### src/shared/pwc_pkg.sv
// Purpose: constants for the pulse width / period capture block
// Assumes: 100 MHz aclk, AXI4-Lite register access, 32-bit data
// Notes: register offsets are byte addresses, one word per register
// How it works
// - Rising edge of input 0 latches ring counter into rise capture pair.
// - Falling edge of input 0 latches ring counter into fall capture pair.
// - Input 0 width or period held as 32 bits in 10 us units.
// - Input 1 gets rise, fall captures and width or period value.
// - Input 3 gets rise, fall captures and width or period value.
// - Input 4 gets rise, fall captures and width or period value.
// - Stop to run transition clears every capture and width word.
package pwc_pkg;
  localparam int NUM_CH = 4;
  localparam int DATA_W = 32;
  localparam int ADDR_W = 8;
  // ----------------------------------------------------------------
  // Timing
  // ----------------------------------------------------------------
  localparam int CLK_PERIOD_PS = 10000;
  localparam int RING_TICK_PS = 166667;
  localparam int WIDTH_TICK_US = 10;
  // Ring tick 1/6 us rounds down to 16 cycles (160 ns)
  localparam int RING_DIV = RING_TICK_PS / CLK_PERIOD_PS;
  localparam int WIDTH_DIV = (WIDTH_TICK_US * 1000000) / CLK_PERIOD_PS;
  // ----------------------------------------------------------------
  // Register map, channel stride 0x10: rise, fall, width
  // ----------------------------------------------------------------
  localparam logic [ADDR_W-1:0] CH_STRIDE = 8'h10;
  localparam logic [ADDR_W-1:0] OFS_RISE = 8'h00;
  localparam logic [ADDR_W-1:0] OFS_FALL = 8'h04;
  localparam logic [ADDR_W-1:0] OFS_WIDTH = 8'h08;
  localparam logic [ADDR_W-1:0] OFS_CTRL = 8'h40;
  localparam logic [ADDR_W-1:0] OFS_STATUS = 8'h44;
  localparam int CTRL_RUN_BIT = 0;
  localparam int CTRL_MODE_LSB = 8;
  localparam logic [DATA_W-1:0] CTRL_RESET = 32'h0000_0000;
  localparam logic [DATA_W-1:0] CAP_RESET = 32'h0000_0000;
  localparam logic [1:0] RESP_OKAY = 2'h0;
  localparam logic [1:0] RESP_SLVERR = 2'h2;
  typedef enum logic [1:0] {
    PWC_ST_IDLE = 2'b00,
    PWC_ST_HIGH = 2'b01,
    PWC_ST_LOW = 2'b10
  } pwc_edge_t;
endpackage

### src/rtl/pwc_chan.sv
// Purpose: one input channel: synchroniser, edge captures, width/period
// Assumes: ring and width timebases come from the top
// Notes: mode 0 measures high width, mode 1 rising-to-rising period
`timescale 1ns/1ps
module pwc_chan (
  input wire logic aclk,
  input wire logic aresetn,
  input wire logic ce,
  input wire logic clear,
  input wire logic period_mode,
  input wire logic pulse_in,
  input wire logic [pwc_pkg::DATA_W-1:0] ring,
  input wire logic width_tick,
  output logic [pwc_pkg::DATA_W-1:0] rise_cap,
  output logic [pwc_pkg::DATA_W-1:0] fall_cap,
  output logic [pwc_pkg::DATA_W-1:0] width_val,
  output logic level
);
  import pwc_pkg::*;
  typedef struct packed {
    logic [2:0] sync;
    logic lvl;
    logic [DATA_W-1:0] rise;
    logic [DATA_W-1:0] fall;
    logic [DATA_W-1:0] width;
    logic [DATA_W-1:0] run_cnt;
    logic armed;
  } pwc_chan_st_t;
  pwc_chan_st_t s_r, s_nxt;
  logic rise_ev, fall_ev;
  always_comb begin
    s_nxt = s_r;
    s_nxt.sync = {s_r.sync[1:0], pulse_in};
    rise_ev = 1'b0;
    fall_ev = 1'b0;
    // Change only counts once stages two and three agree
    if (s_r.sync[1] == s_r.sync[2] && s_r.sync[2] != s_r.lvl) begin
      s_nxt.lvl = s_r.sync[2];
      rise_ev = s_r.sync[2];
      fall_ev = !s_r.sync[2];
    end
    if (width_tick) begin
      s_nxt.run_cnt = s_r.run_cnt + 32'h0000_0001;
    end
    if (rise_ev) begin
      s_nxt.rise = ring;
      s_nxt.run_cnt = 32'h0000_0000;
      // Period closes on the next rising edge
      if (period_mode && s_r.armed) begin
        s_nxt.width = s_r.run_cnt;
      end
      s_nxt.armed = 1'b1;
    end
    if (fall_ev) begin
      s_nxt.fall = ring;
      // Width needs a seen rise, so a partial first pulse is dropped
      if (!period_mode && s_r.armed) begin
        s_nxt.width = s_r.run_cnt;
      end
    end
    if (clear) begin
      s_nxt.rise = CAP_RESET;
      s_nxt.fall = CAP_RESET;
      s_nxt.width = CAP_RESET;
      s_nxt.armed = 1'b0;
    end
  end
  always_ff @(posedge aclk) begin
    if (!aresetn) begin
      s_r <= '0;
    end else if (ce) begin
      s_r <= s_nxt;
    end
  end
  assign rise_cap = s_r.rise;
  assign fall_cap = s_r.fall;
  assign width_val = s_r.width;
  assign level = s_r.lvl;
endmodule

### src/rtl/pwc_top.sv
// Purpose: pulse width / period capture on four inputs, AXI4-Lite regs
// Assumes: single 100 MHz clock; inputs are asynchronous pins
// Notes: capture words written while stopped hold until the next start clears them; a write while running gets SLVERR but holds for one cycle
`timescale 1ns/1ps
module pwc_top #(
  parameter int RING_DIV_P = pwc_pkg::RING_DIV,
  parameter int WIDTH_DIV_P = pwc_pkg::WIDTH_DIV
) (
  input wire logic aclk,
  input wire logic aresetn,
  input wire logic ce,
  input wire logic pulse_input_0,
  input wire logic pulse_input_1,
  input wire logic pulse_input_3,
  input wire logic pulse_input_4,
  input wire logic [pwc_pkg::ADDR_W-1:0] s_axi_awaddr,
  input wire logic s_axi_awvalid,
  output logic s_axi_awready,
  input wire logic [pwc_pkg::DATA_W-1:0] s_axi_wdata,
  input wire logic [3:0] s_axi_wstrb,
  input wire logic s_axi_wvalid,
  output logic s_axi_wready,
  output logic [1:0] s_axi_bresp,
  output logic s_axi_bvalid,
  input wire logic s_axi_bready,
  input wire logic [pwc_pkg::ADDR_W-1:0] s_axi_araddr,
  input wire logic s_axi_arvalid,
  output logic s_axi_arready,
  output logic [pwc_pkg::DATA_W-1:0] s_axi_rdata,
  output logic [1:0] s_axi_rresp,
  output logic s_axi_rvalid,
  input wire logic s_axi_rready
);
  import pwc_pkg::*;
  // ----------------------------------------------------------------
  // State
  // ----------------------------------------------------------------
  typedef struct packed {
    logic [DATA_W-1:0] ring;
    logic [15:0] ring_div;
    logic [19:0] width_div;
    logic [DATA_W-1:0] ctrl;
    logic aw_got;
    logic [ADDR_W-1:0] aw_addr;
    logic w_got;
    logic [DATA_W-1:0] w_data;
    logic [3:0] w_strb;
    logic bvalid;
    logic [1:0] bresp;
    logic rvalid;
    logic [1:0] rresp;
    logic [DATA_W-1:0] rdata;
  } pwc_top_st_t;
  pwc_top_st_t s_r, s_nxt;
  logic [NUM_CH-1:0] pins, lvls;
  logic [DATA_W-1:0] rise_c [NUM_CH];
  logic [DATA_W-1:0] fall_c [NUM_CH];
  logic [DATA_W-1:0] width_c [NUM_CH];
  logic width_tick, clear, do_wr;
  logic [DATA_W-1:0] wmerged;
  assign pins = {pulse_input_4, pulse_input_3, pulse_input_1, pulse_input_0};
  assign width_tick = (s_r.width_div == 20'(WIDTH_DIV_P - 1));
  // ----------------------------------------------------------------
  // Register decode
  // ----------------------------------------------------------------
  // Returns channel index or NUM_CH when not a capture word
  function automatic int chan_of(input logic [ADDR_W-1:0] a);
    int c;
    c = NUM_CH;
    if (a < 8'(NUM_CH * 16) && a[3:0] != 4'hC && a[1:0] == 2'b00) begin
      c = int'(a[7:4]);
    end
    return c;
  endfunction
  function automatic logic [DATA_W-1:0] apply_strb(input logic [DATA_W-1:0] old,
                                                   input logic [DATA_W-1:0] nw,
                                                   input logic [3:0] st);
    logic [DATA_W-1:0] r;
    r = old;
    for (int b = 0; b < 4; b++) begin
      if (st[b]) begin
        r[b*8 +: 8] = nw[b*8 +: 8];
      end
    end
    return r;
  endfunction
  // ----------------------------------------------------------------
  // Channels
  // ----------------------------------------------------------------
  // Software writes to a capture word are folded in through clear-free path:
  // a write while running still sets the override, and the run branch drops it on the next cycle.
  logic [DATA_W-1:0] sw_rise [NUM_CH];
  logic [DATA_W-1:0] sw_fall [NUM_CH];
  logic [DATA_W-1:0] sw_width [NUM_CH];
  logic [NUM_CH-1:0] sw_rise_we, sw_fall_we, sw_width_we;
  genvar g;
  generate
    for (g = 0; g < NUM_CH; g++) begin : g_ch
      logic [DATA_W-1:0] rc, fc, wc;
      pwc_chan u_chan (
        .aclk(aclk),
        .aresetn(aresetn),
        .ce(ce),
        .clear(clear),
        .period_mode(s_r.ctrl[CTRL_MODE_LSB + g]),
        .pulse_in(pins[g]),
        .ring(s_r.ring),
        .width_tick(width_tick),
        .rise_cap(rc),
        .fall_cap(fc),
        .width_val(wc),
        .level(lvls[g])
      );
      // Software override word per field, valid while stopped and for one cycle after a write while running
      always_ff @(posedge aclk) begin
        if (!aresetn || clear) begin
          sw_rise_we[g] <= 1'b0;
          sw_fall_we[g] <= 1'b0;
          sw_width_we[g] <= 1'b0;
          sw_rise[g] <= CAP_RESET;
          sw_fall[g] <= CAP_RESET;
          sw_width[g] <= CAP_RESET;
        end else if (ce && do_wr && chan_of(s_r.aw_addr) == g) begin
          if (s_r.aw_addr[3:0] == OFS_RISE[3:0]) begin
            sw_rise_we[g] <= 1'b1;
            sw_rise[g] <= apply_strb(rise_c[g], s_r.w_data, s_r.w_strb);
          end
          if (s_r.aw_addr[3:0] == OFS_FALL[3:0]) begin
            sw_fall_we[g] <= 1'b1;
            sw_fall[g] <= apply_strb(fall_c[g], s_r.w_data, s_r.w_strb);
          end
          if (s_r.aw_addr[3:0] == OFS_WIDTH[3:0]) begin
            sw_width_we[g] <= 1'b1;
            sw_width[g] <= apply_strb(width_c[g], s_r.w_data, s_r.w_strb);
          end
        end else if (ce && s_r.ctrl[CTRL_RUN_BIT]) begin
          // Hardware owns the words again once running
          sw_rise_we[g] <= 1'b0;
          sw_fall_we[g] <= 1'b0;
          sw_width_we[g] <= 1'b0;
        end
      end
      assign rise_c[g] = sw_rise_we[g] ? sw_rise[g] : rc;
      assign fall_c[g] = sw_fall_we[g] ? sw_fall[g] : fc;
      assign width_c[g] = sw_width_we[g] ? sw_width[g] : wc;
    end
  endgenerate
  // ----------------------------------------------------------------
  // Main next-state
  // ----------------------------------------------------------------
  assign do_wr = s_r.aw_got && s_r.w_got && !s_r.bvalid;
  assign wmerged = apply_strb(s_r.ctrl, s_r.w_data, s_r.w_strb);
  assign clear = ce && do_wr && s_r.aw_addr == OFS_CTRL && !s_r.ctrl[CTRL_RUN_BIT]
                 && wmerged[CTRL_RUN_BIT];
  always_comb begin
    int rc;
    rc = NUM_CH;
    s_nxt = s_r;
    // Free running, wraps through zero
    if (s_r.ring_div == 16'(RING_DIV_P - 1)) begin
      s_nxt.ring_div = 16'h0000;
      s_nxt.ring = s_r.ring + 32'h0000_0001;
    end else begin
      s_nxt.ring_div = s_r.ring_div + 16'h0001;
    end
    if (width_tick) begin
      s_nxt.width_div = 20'h00000;
    end else begin
      s_nxt.width_div = s_r.width_div + 20'h00001;
    end
    // Write channels, taken in either order
    if (s_axi_awvalid && s_axi_awready) begin
      s_nxt.aw_got = 1'b1;
      s_nxt.aw_addr = s_axi_awaddr;
    end
    if (s_axi_wvalid && s_axi_wready) begin
      s_nxt.w_got = 1'b1;
      s_nxt.w_data = s_axi_wdata;
      s_nxt.w_strb = s_axi_wstrb;
    end
    if (do_wr) begin
      s_nxt.aw_got = 1'b0;
      s_nxt.w_got = 1'b0;
      s_nxt.bvalid = 1'b1;
      s_nxt.bresp = RESP_OKAY;
      if (s_r.aw_addr == OFS_CTRL) begin
        s_nxt.ctrl = wmerged;
      end else if (chan_of(s_r.aw_addr) == NUM_CH) begin
        s_nxt.bresp = RESP_SLVERR;
      end else if (s_r.ctrl[CTRL_RUN_BIT]) begin
        // Capture writes answer SLVERR while running
        s_nxt.bresp = RESP_SLVERR;
      end
    end
    if (s_r.bvalid && s_axi_bready) begin
      s_nxt.bvalid = 1'b0;
    end
    // Read channel
    if (s_axi_arvalid && s_axi_arready) begin
      rc = chan_of(s_axi_araddr);
      s_nxt.rvalid = 1'b1;
      s_nxt.rresp = RESP_OKAY;
      s_nxt.rdata = 32'h0000_0000;
      if (s_axi_araddr == OFS_CTRL) begin
        s_nxt.rdata = s_r.ctrl;
      end else if (s_axi_araddr == OFS_STATUS) begin
        s_nxt.rdata = {{(DATA_W-NUM_CH){1'b0}}, lvls};
      end else if (rc < NUM_CH) begin
        case (s_axi_araddr[3:0])
          OFS_RISE[3:0]: s_nxt.rdata = rise_c[rc];
          OFS_FALL[3:0]: s_nxt.rdata = fall_c[rc];
          default: s_nxt.rdata = width_c[rc];
        endcase
      end else begin
        s_nxt.rresp = RESP_SLVERR;
      end
    end
    if (s_r.rvalid && s_axi_rready) begin
      s_nxt.rvalid = 1'b0;
    end
  end
  always_ff @(posedge aclk) begin
    if (!aresetn) begin
      s_r <= '0;
      s_r.ctrl <= CTRL_RESET;
    end else if (ce) begin
      s_r <= s_nxt;
    end
  end
  // ----------------------------------------------------------------
  // Outputs
  // ----------------------------------------------------------------
  assign s_axi_awready = !s_r.aw_got && !s_r.bvalid;
  assign s_axi_wready = !s_r.w_got && !s_r.bvalid;
  assign s_axi_arready = !s_r.rvalid;
  assign s_axi_bvalid = s_r.bvalid;
  assign s_axi_bresp = s_r.bresp;
  assign s_axi_rvalid = s_r.rvalid;
  assign s_axi_rresp = s_r.rresp;
  assign s_axi_rdata = s_r.rdata;
endmodule

### config.mk
export PLATFORM = sky130hd
export DESIGN_NAME = pwc_top
export DESIGN_NICKNAME = d
export VERILOG_FILES = /design/src/shared/pwc_pkg.sv /design/src/rtl/pwc_chan.sv /design/src/rtl/pwc_top.sv
export SDC_FILE = /design/constraint.sdc
export NUM_CORES = 2
export LEC_CHECK = 0
export ABC_AREA = 1
export BUFFER_PORTS_ARGS = -buffer_cell sky130_fd_sc_hd__clkbuf_2
export CAP_MARGIN = 20
export CORE_MARGIN = 2
export CORE_UTILIZATION = 30
export CTS_CLUSTER_SIZE = 28
export DETAILED_ROUTE_END_ITERATION = 8
export GPL_TIMING_DRIVEN = 0
export SETUP_SLACK_MARGIN = 0.05
export SYNTH_ARGS = -nofsm -noshare
export SYNTH_HDL_FRONTEND = slang
export SYNTH_SLANG_ARGS = --single-unit
### constraint.sdc
create_clock -name aclk -period 5.9 [get_ports aclk]
set_input_delay 0.885 -clock aclk [delete_from_list [all_inputs] [get_ports aclk]]
set_output_delay 0.885 -clock aclk [all_outputs]
set_load 0.02 [all_outputs]
# Word level (Yosys, flattened, before mapping)
# Memories as Yosys holds them, arrays and structs flattened.
# Cells that the tools add are included.
[classes] n_addsub=7 magnitude_cmp=4 n_eq_ne=34 muxes=349 n_bitwise=13 reduce_logical=116
[ops] operator="32-bit 2-to-1 mux" count=53
[ops] operator="8-bit 2-to-1 mux" count=192
[ops] operator="96-bit 2-to-1 mux" count=4
[ops] operator="65-bit 2-to-1 mux" count=4
[ops] operator="64-bit 2-to-1 mux" count=4
[ops] operator="32-bit binary-select mux with 2-bit select" count=3
[ops] operator="32-bit by 1-bit adder with 32-bit output, second input constant" count=5
[ops] operator="1-bit 2-to-1 mux" count=74
[ops] operator="2-bit AND reduction" count=37
[ops] operator="32-bit by 3-bit equality test with 1-bit output, second input constant" count=2
[ops] operator="32-bit one-hot mux with 2 select lines" count=1
[ops] operator="2-bit nonzero test" count=20
[ops] operator="37-bit 2-to-1 mux" count=1
[ops] operator="35-bit 2-to-1 mux" count=1
[ops] operator="1-bit logical AND" count=34
[ops] operator="32-bit by 2-bit equality test with 1-bit output, second input constant" count=1
[ops] operator="32-bit by 4-bit equality test with 1-bit output, second input constant" count=1
[ops] operator="32-bit by 3-bit >= comparator with 1-bit output, second input constant" count=1
[ops] operator="32-bit zero test" count=1
[ops] operator="32-bit by 4-bit < comparator with 1-bit output, second input constant" count=1
[ops] operator="32-bit inverter" count=1
[ops] operator="8-bit by 7-bit equality test with 1-bit output, second input constant" count=3
[ops] operator="20-bit by 1-bit adder with 20-bit output, second input constant" count=1
[ops] operator="20-bit by 10-bit equality test with 1-bit output, second input constant" count=1
[ops] operator="23 further kinds" count=77
[word_totals] reg_bits=728 ramBits=384 input_bits=64 output_inout_bits=41 elab_cells=584 n_memories=3
[mem_list] name="sw_fall" depth=4 word_bits=32 rd=4 rd_clocked_by_memory_dff=0 write_ports=4 line="pwc_top.sv:93" rtl="logic [DATA_W-1:0] sw_fall [NUM_CH];"
[mem_list] name="sw_rise" depth=4 word_bits=32 rd=4 rd_clocked_by_memory_dff=0 write_ports=4 line="pwc_top.sv:92" rtl="logic [DATA_W-1:0] sw_rise [NUM_CH];"
[mem_list] name="sw_width" depth=4 word_bits=32 rd=4 rd_clocked_by_memory_dff=0 write_ports=4 line="pwc_top.sv:94" rtl="logic [DATA_W-1:0] sw_width [NUM_CH];"

# Logic depth before layout (Yosys ltp)
[depth] word_depth=15 ltp_mapped=15 ltp_nobuf=13

# By module
# Synthesis repeated with hierarchy kept, for this count alone.
[hier_totals] cells_unflattened=7866 hier_area_um2=57968.1
[by_module_without_submodules] mod="pwc_top" n_inst=1 cells_each=4522 area_each_um2=32834.0 seq_area_each_um2=15414.8
[by_module_without_submodules] mod="pwc_chan" n_inst=4 cells_each=836 area_each_um2=6283.5 seq_area_each_um2=2662.6

# Worst setup path after synthesis
# OpenSTA, ideal clock, no wires.
[synth_path] path_type="input port to flip-flop" start="in ce" end="mem sw_rise[1][0] (enable)" setup_ns=0.389 t_arrival_ns=2.680 t_required_ns=5.511 setup_slack_ns=2.831 stages=9 path_buffers=3 path_cell_list="buf_2 -> nand2_2 -> nor2_8 -> nand3_4 -> nand2_4 -> inv_2 -> buf_2 -> buf_1 -> nand2_1"
[synth_lines] element="from (decl)" line="pwc_top.sv:11" rtl="input wire logic ce,"
[synth_lines] element="to (decl)" line="pwc_top.sv:92"

==> results.md <==
* Status: finished clean
* # hold bufs at CTS at 0
* TNS Setup at 0 ns
* Final period util at 0.735
* Post-synth EDFFs at 384
* Worst min-delay path class: primary input to register
* CTS Sinks at 1110
* MaxCap Viol Count at 0
* Worst Setup End Kind: register
* Leading post-synthesis cells by cell area: dfxtp_1 (26%), edfxtp_1 (20%), nand2_1 (16%), a21oi_1 (8.6%), nor2_1 (7.4%)
* Leading area contributor after synthesis: dfxtp_1
* Clk pwr share at 0.476
* Gr ovfl total at 0
* Final setup viols at 0
* Sw Share at 0.258
* Dominant synthesized flop cell: dfxtp_1
* Nets at 8305
* FP Rows at 159
* Io pins at 105
* Post-Syn Instances at 7958
* Pins Over Slew Limit at 0
* Slew @ Worst Pin at 1.23 ns
* Die area at 192000 um2
* H-tree lvl count at 4
* Critical Path RT at 6.47 ns
* Global Route Usage Sum at 0.284
* Layout Skew at 0.0355 ns
* Layout cell share with drive strength beyond 1 at 0.0796
* Number of antenna violations at the first check in global routing at 35
* Area of placed instances at 61000 um2
* Latest clock arrival within the worst-skew pair at 0.82 ns
* Flops & latches, synth at 1110
* Pre-CTS setup slack at 1.32 ns
* Total wire length at 282000 um
* Fmax at 231 MHz
* FF+latch area at 26100 um2
* Multi-input logic area at 26200 um2
* Root Buffer: clkbuf_16
* Crit path max fanout at 17
* Drt first-iter violations at 8249
* Ys async rst share at 0
* Slowest Stage Delay on Critical Path at 0.71 ns
* Post_cts resized at 0
* P_leak at 23.7 nW
* Endpoints failing hold at 0
* Most frequent cells in the layout: nand2_1 (2403), nor2_1 (1114), a21oi_1 (973)
* YS warnings at 0
* Post-route antenna net violation count at 0
* P_sw at 4.49 mW
* Drt drc at 0
* Startpoint types: register
* Vias in the first global route at 52200
* Critical path data arrival time at 4.90 ns
* Clk slew on worst S/H paths at 0.06 ns
* GP Congestion at 1.08
* Core Box Area at 188000 um2
* Comb power frac at 0.056
* Yosys top cell area share at 0.257
* Filler cells at 20000
* DRT Pass-1 Iters at 7
* Total CTS buffers at 133
* Setup Buffers After CTS at 0
* Starting Density at 0.302
* Commonest non-fill, non-tap cell in the layout: nand2_1
* Seq/Total Area, Yosys at 0.460
* Area Growth Syn to Fin at 15.5%
* Sequential share of power at 0.468
* Detailed placer's ending HPWL at 214000 um
* Synth Cell Area at 56600 um2
* Int Power at 12.9 mW
* Pin count of the biggest net entering global routing at 33
* Critical path class: register to register
* Min Tclk post-route at 4.33 ns
* Final Worst Setup Slack at 1.57 ns
* IO Port Bufs at 100
* Post-synth cell types at 48
* Critical Path, Cell by Cell: o21ai_0 -> nand3_4 -> nand2_4 -> inv_2 -> buf_2 -> buf_1 -> buf_8 -> nand2_1 -> buf_16
* Vias at 58300
* Clock tree buffer depth at 3
* Pwr Density at 265 nW/um2
* Vias/cell at 5.37
* Die height at 438 um
* Routed WL per cell at 26.0 um
* Slowest CP cell: dfxtp_1
* Chip width at 438 um
* Final instance area at 65400 um2
* First-pass GRT wire length at 389000 um
* Unrepaired setup endpoints after global routing: no
* CTS tree: done
* Maximum vdd drop at 0.282 mV
* Relative slew slack at 0.177
* Mapped Avg Cell Area at 7.12 um2
worst max-delay path: cells and delay by family (launching register included):
family | cells | cell delay, ns
flops | 1 | 0.71
simple gates | 3 | 0.97
compound gates | 1 | 0.38
buf+inv | 5 | 1.98
synthesized netlist by cell type, drive strengths merged (22+ instances only):
cell	instances
clkbuf	345
o21ai	496
nand3	285
dfxtp	726
inv	483
nor2	1119
o21a	22
nand2	2423
edfxtp	384
nand4	98
buf	194
nor3	135
mux2i	77
a21oi	996
xor2	56
mux2	23
state kept, by name (all words and copies together), names as in the netlist, 8 cells and up:
signal and count:
g_ch.u_chan.s_r 136, g_ch.u_chan.rise_cap 128, s_axi_rdata 32, g_ch.u_chan.width_val 128, sw_rise 128, g_ch.u_chan.fall_cap 128
g_ch.u_chan.s_nxt 8, sw_fall 128, s_r 146, sw_width 128
cell type report:
class	instances	area share
Multi-Input combinational cell	5824	0.400
Sequential cell	1110	0.398
Clock buffer	184	0.0571
Tap cell	2495	0.0477
Buffer	539	0.0402
Inverter	486	0.0279
Timing Repair Buffer	140	0.0195
Clock inverter	58	0.00838
Antenna cell	22	0.000842
worst paths after layout:
kind / from / end / slack, ns / depth (start not counted)
worst max register to register: s_r[38]$_SDFFE_PN0P_ / sw_width[2][27]$_SDFFCE_PN0P_ / 1.57 / 9
worst min register to register: s_r[108]$_SDFFE_PN0P_ / s_r[108]$_SDFFE_PN0P_ / 0.44 / 2
worst max-delay path: s_r[38]$_SDFFE_PN0P_ / sw_width[2][27]$_SDFFCE_PN0P_ / 1.57 / 9
worst min-delay path: s_axi_wdata[7] / s_r[49]$_SDFFE_PN0P_ / 0.33 / 3
routing by layer:
layer | part of all wire | global-route usage | vias up
met1 | 0.39 | 0.370 | 27700
li1 | - | - | 26500
met4 | 0.074 | 0.180 | 12
met3 | 0.11 | 0.0664 | 697
met5 | 0.00025 | 0 | -
met2 | 0.42 | 0.420 | 3419
cells by family after synthesis:
logic type / Yosys count / synth area share
and+or+nand+nor: 4102 / 0.291
DFF: 1110 / 0.460
adders and majority gates: 7 / 0.00155
AOI/OAI and AO/OA: 1546 / 0.141
muxes: 100 / 0.0182
buffers and inverters: 1025 / 0.0782
xor gates and xnor gates: 67 / 0.0104
other: 1 / 0.0000662
per-stage QoR:
stage	instances	hold slack, ns	utilization	total power, mW
floorplan	7959	0.420	-	8.68
global placement	10600	0.438	0.321	9.19
detailed placement	10600	0.436	0.325	9.22
CTS	10800	0.291	0.348	17.3
global route	10800	0.343	0.349	17.7
finish	10900	0.328	0.349	17.4
power by group through the flow:
stage	combinational [mW]	clock, mW	sequential, mW
floorplan	0.446	0	8.24
global placement	0.902	0	8.29
detailed placement	0.935	0	8.28
CTS	0.937	8.28	8.12
global route	0.995	8.59	8.13
finish	0.980	8.26	8.13
Note: power is estimated with default switching activity, not from simulation.
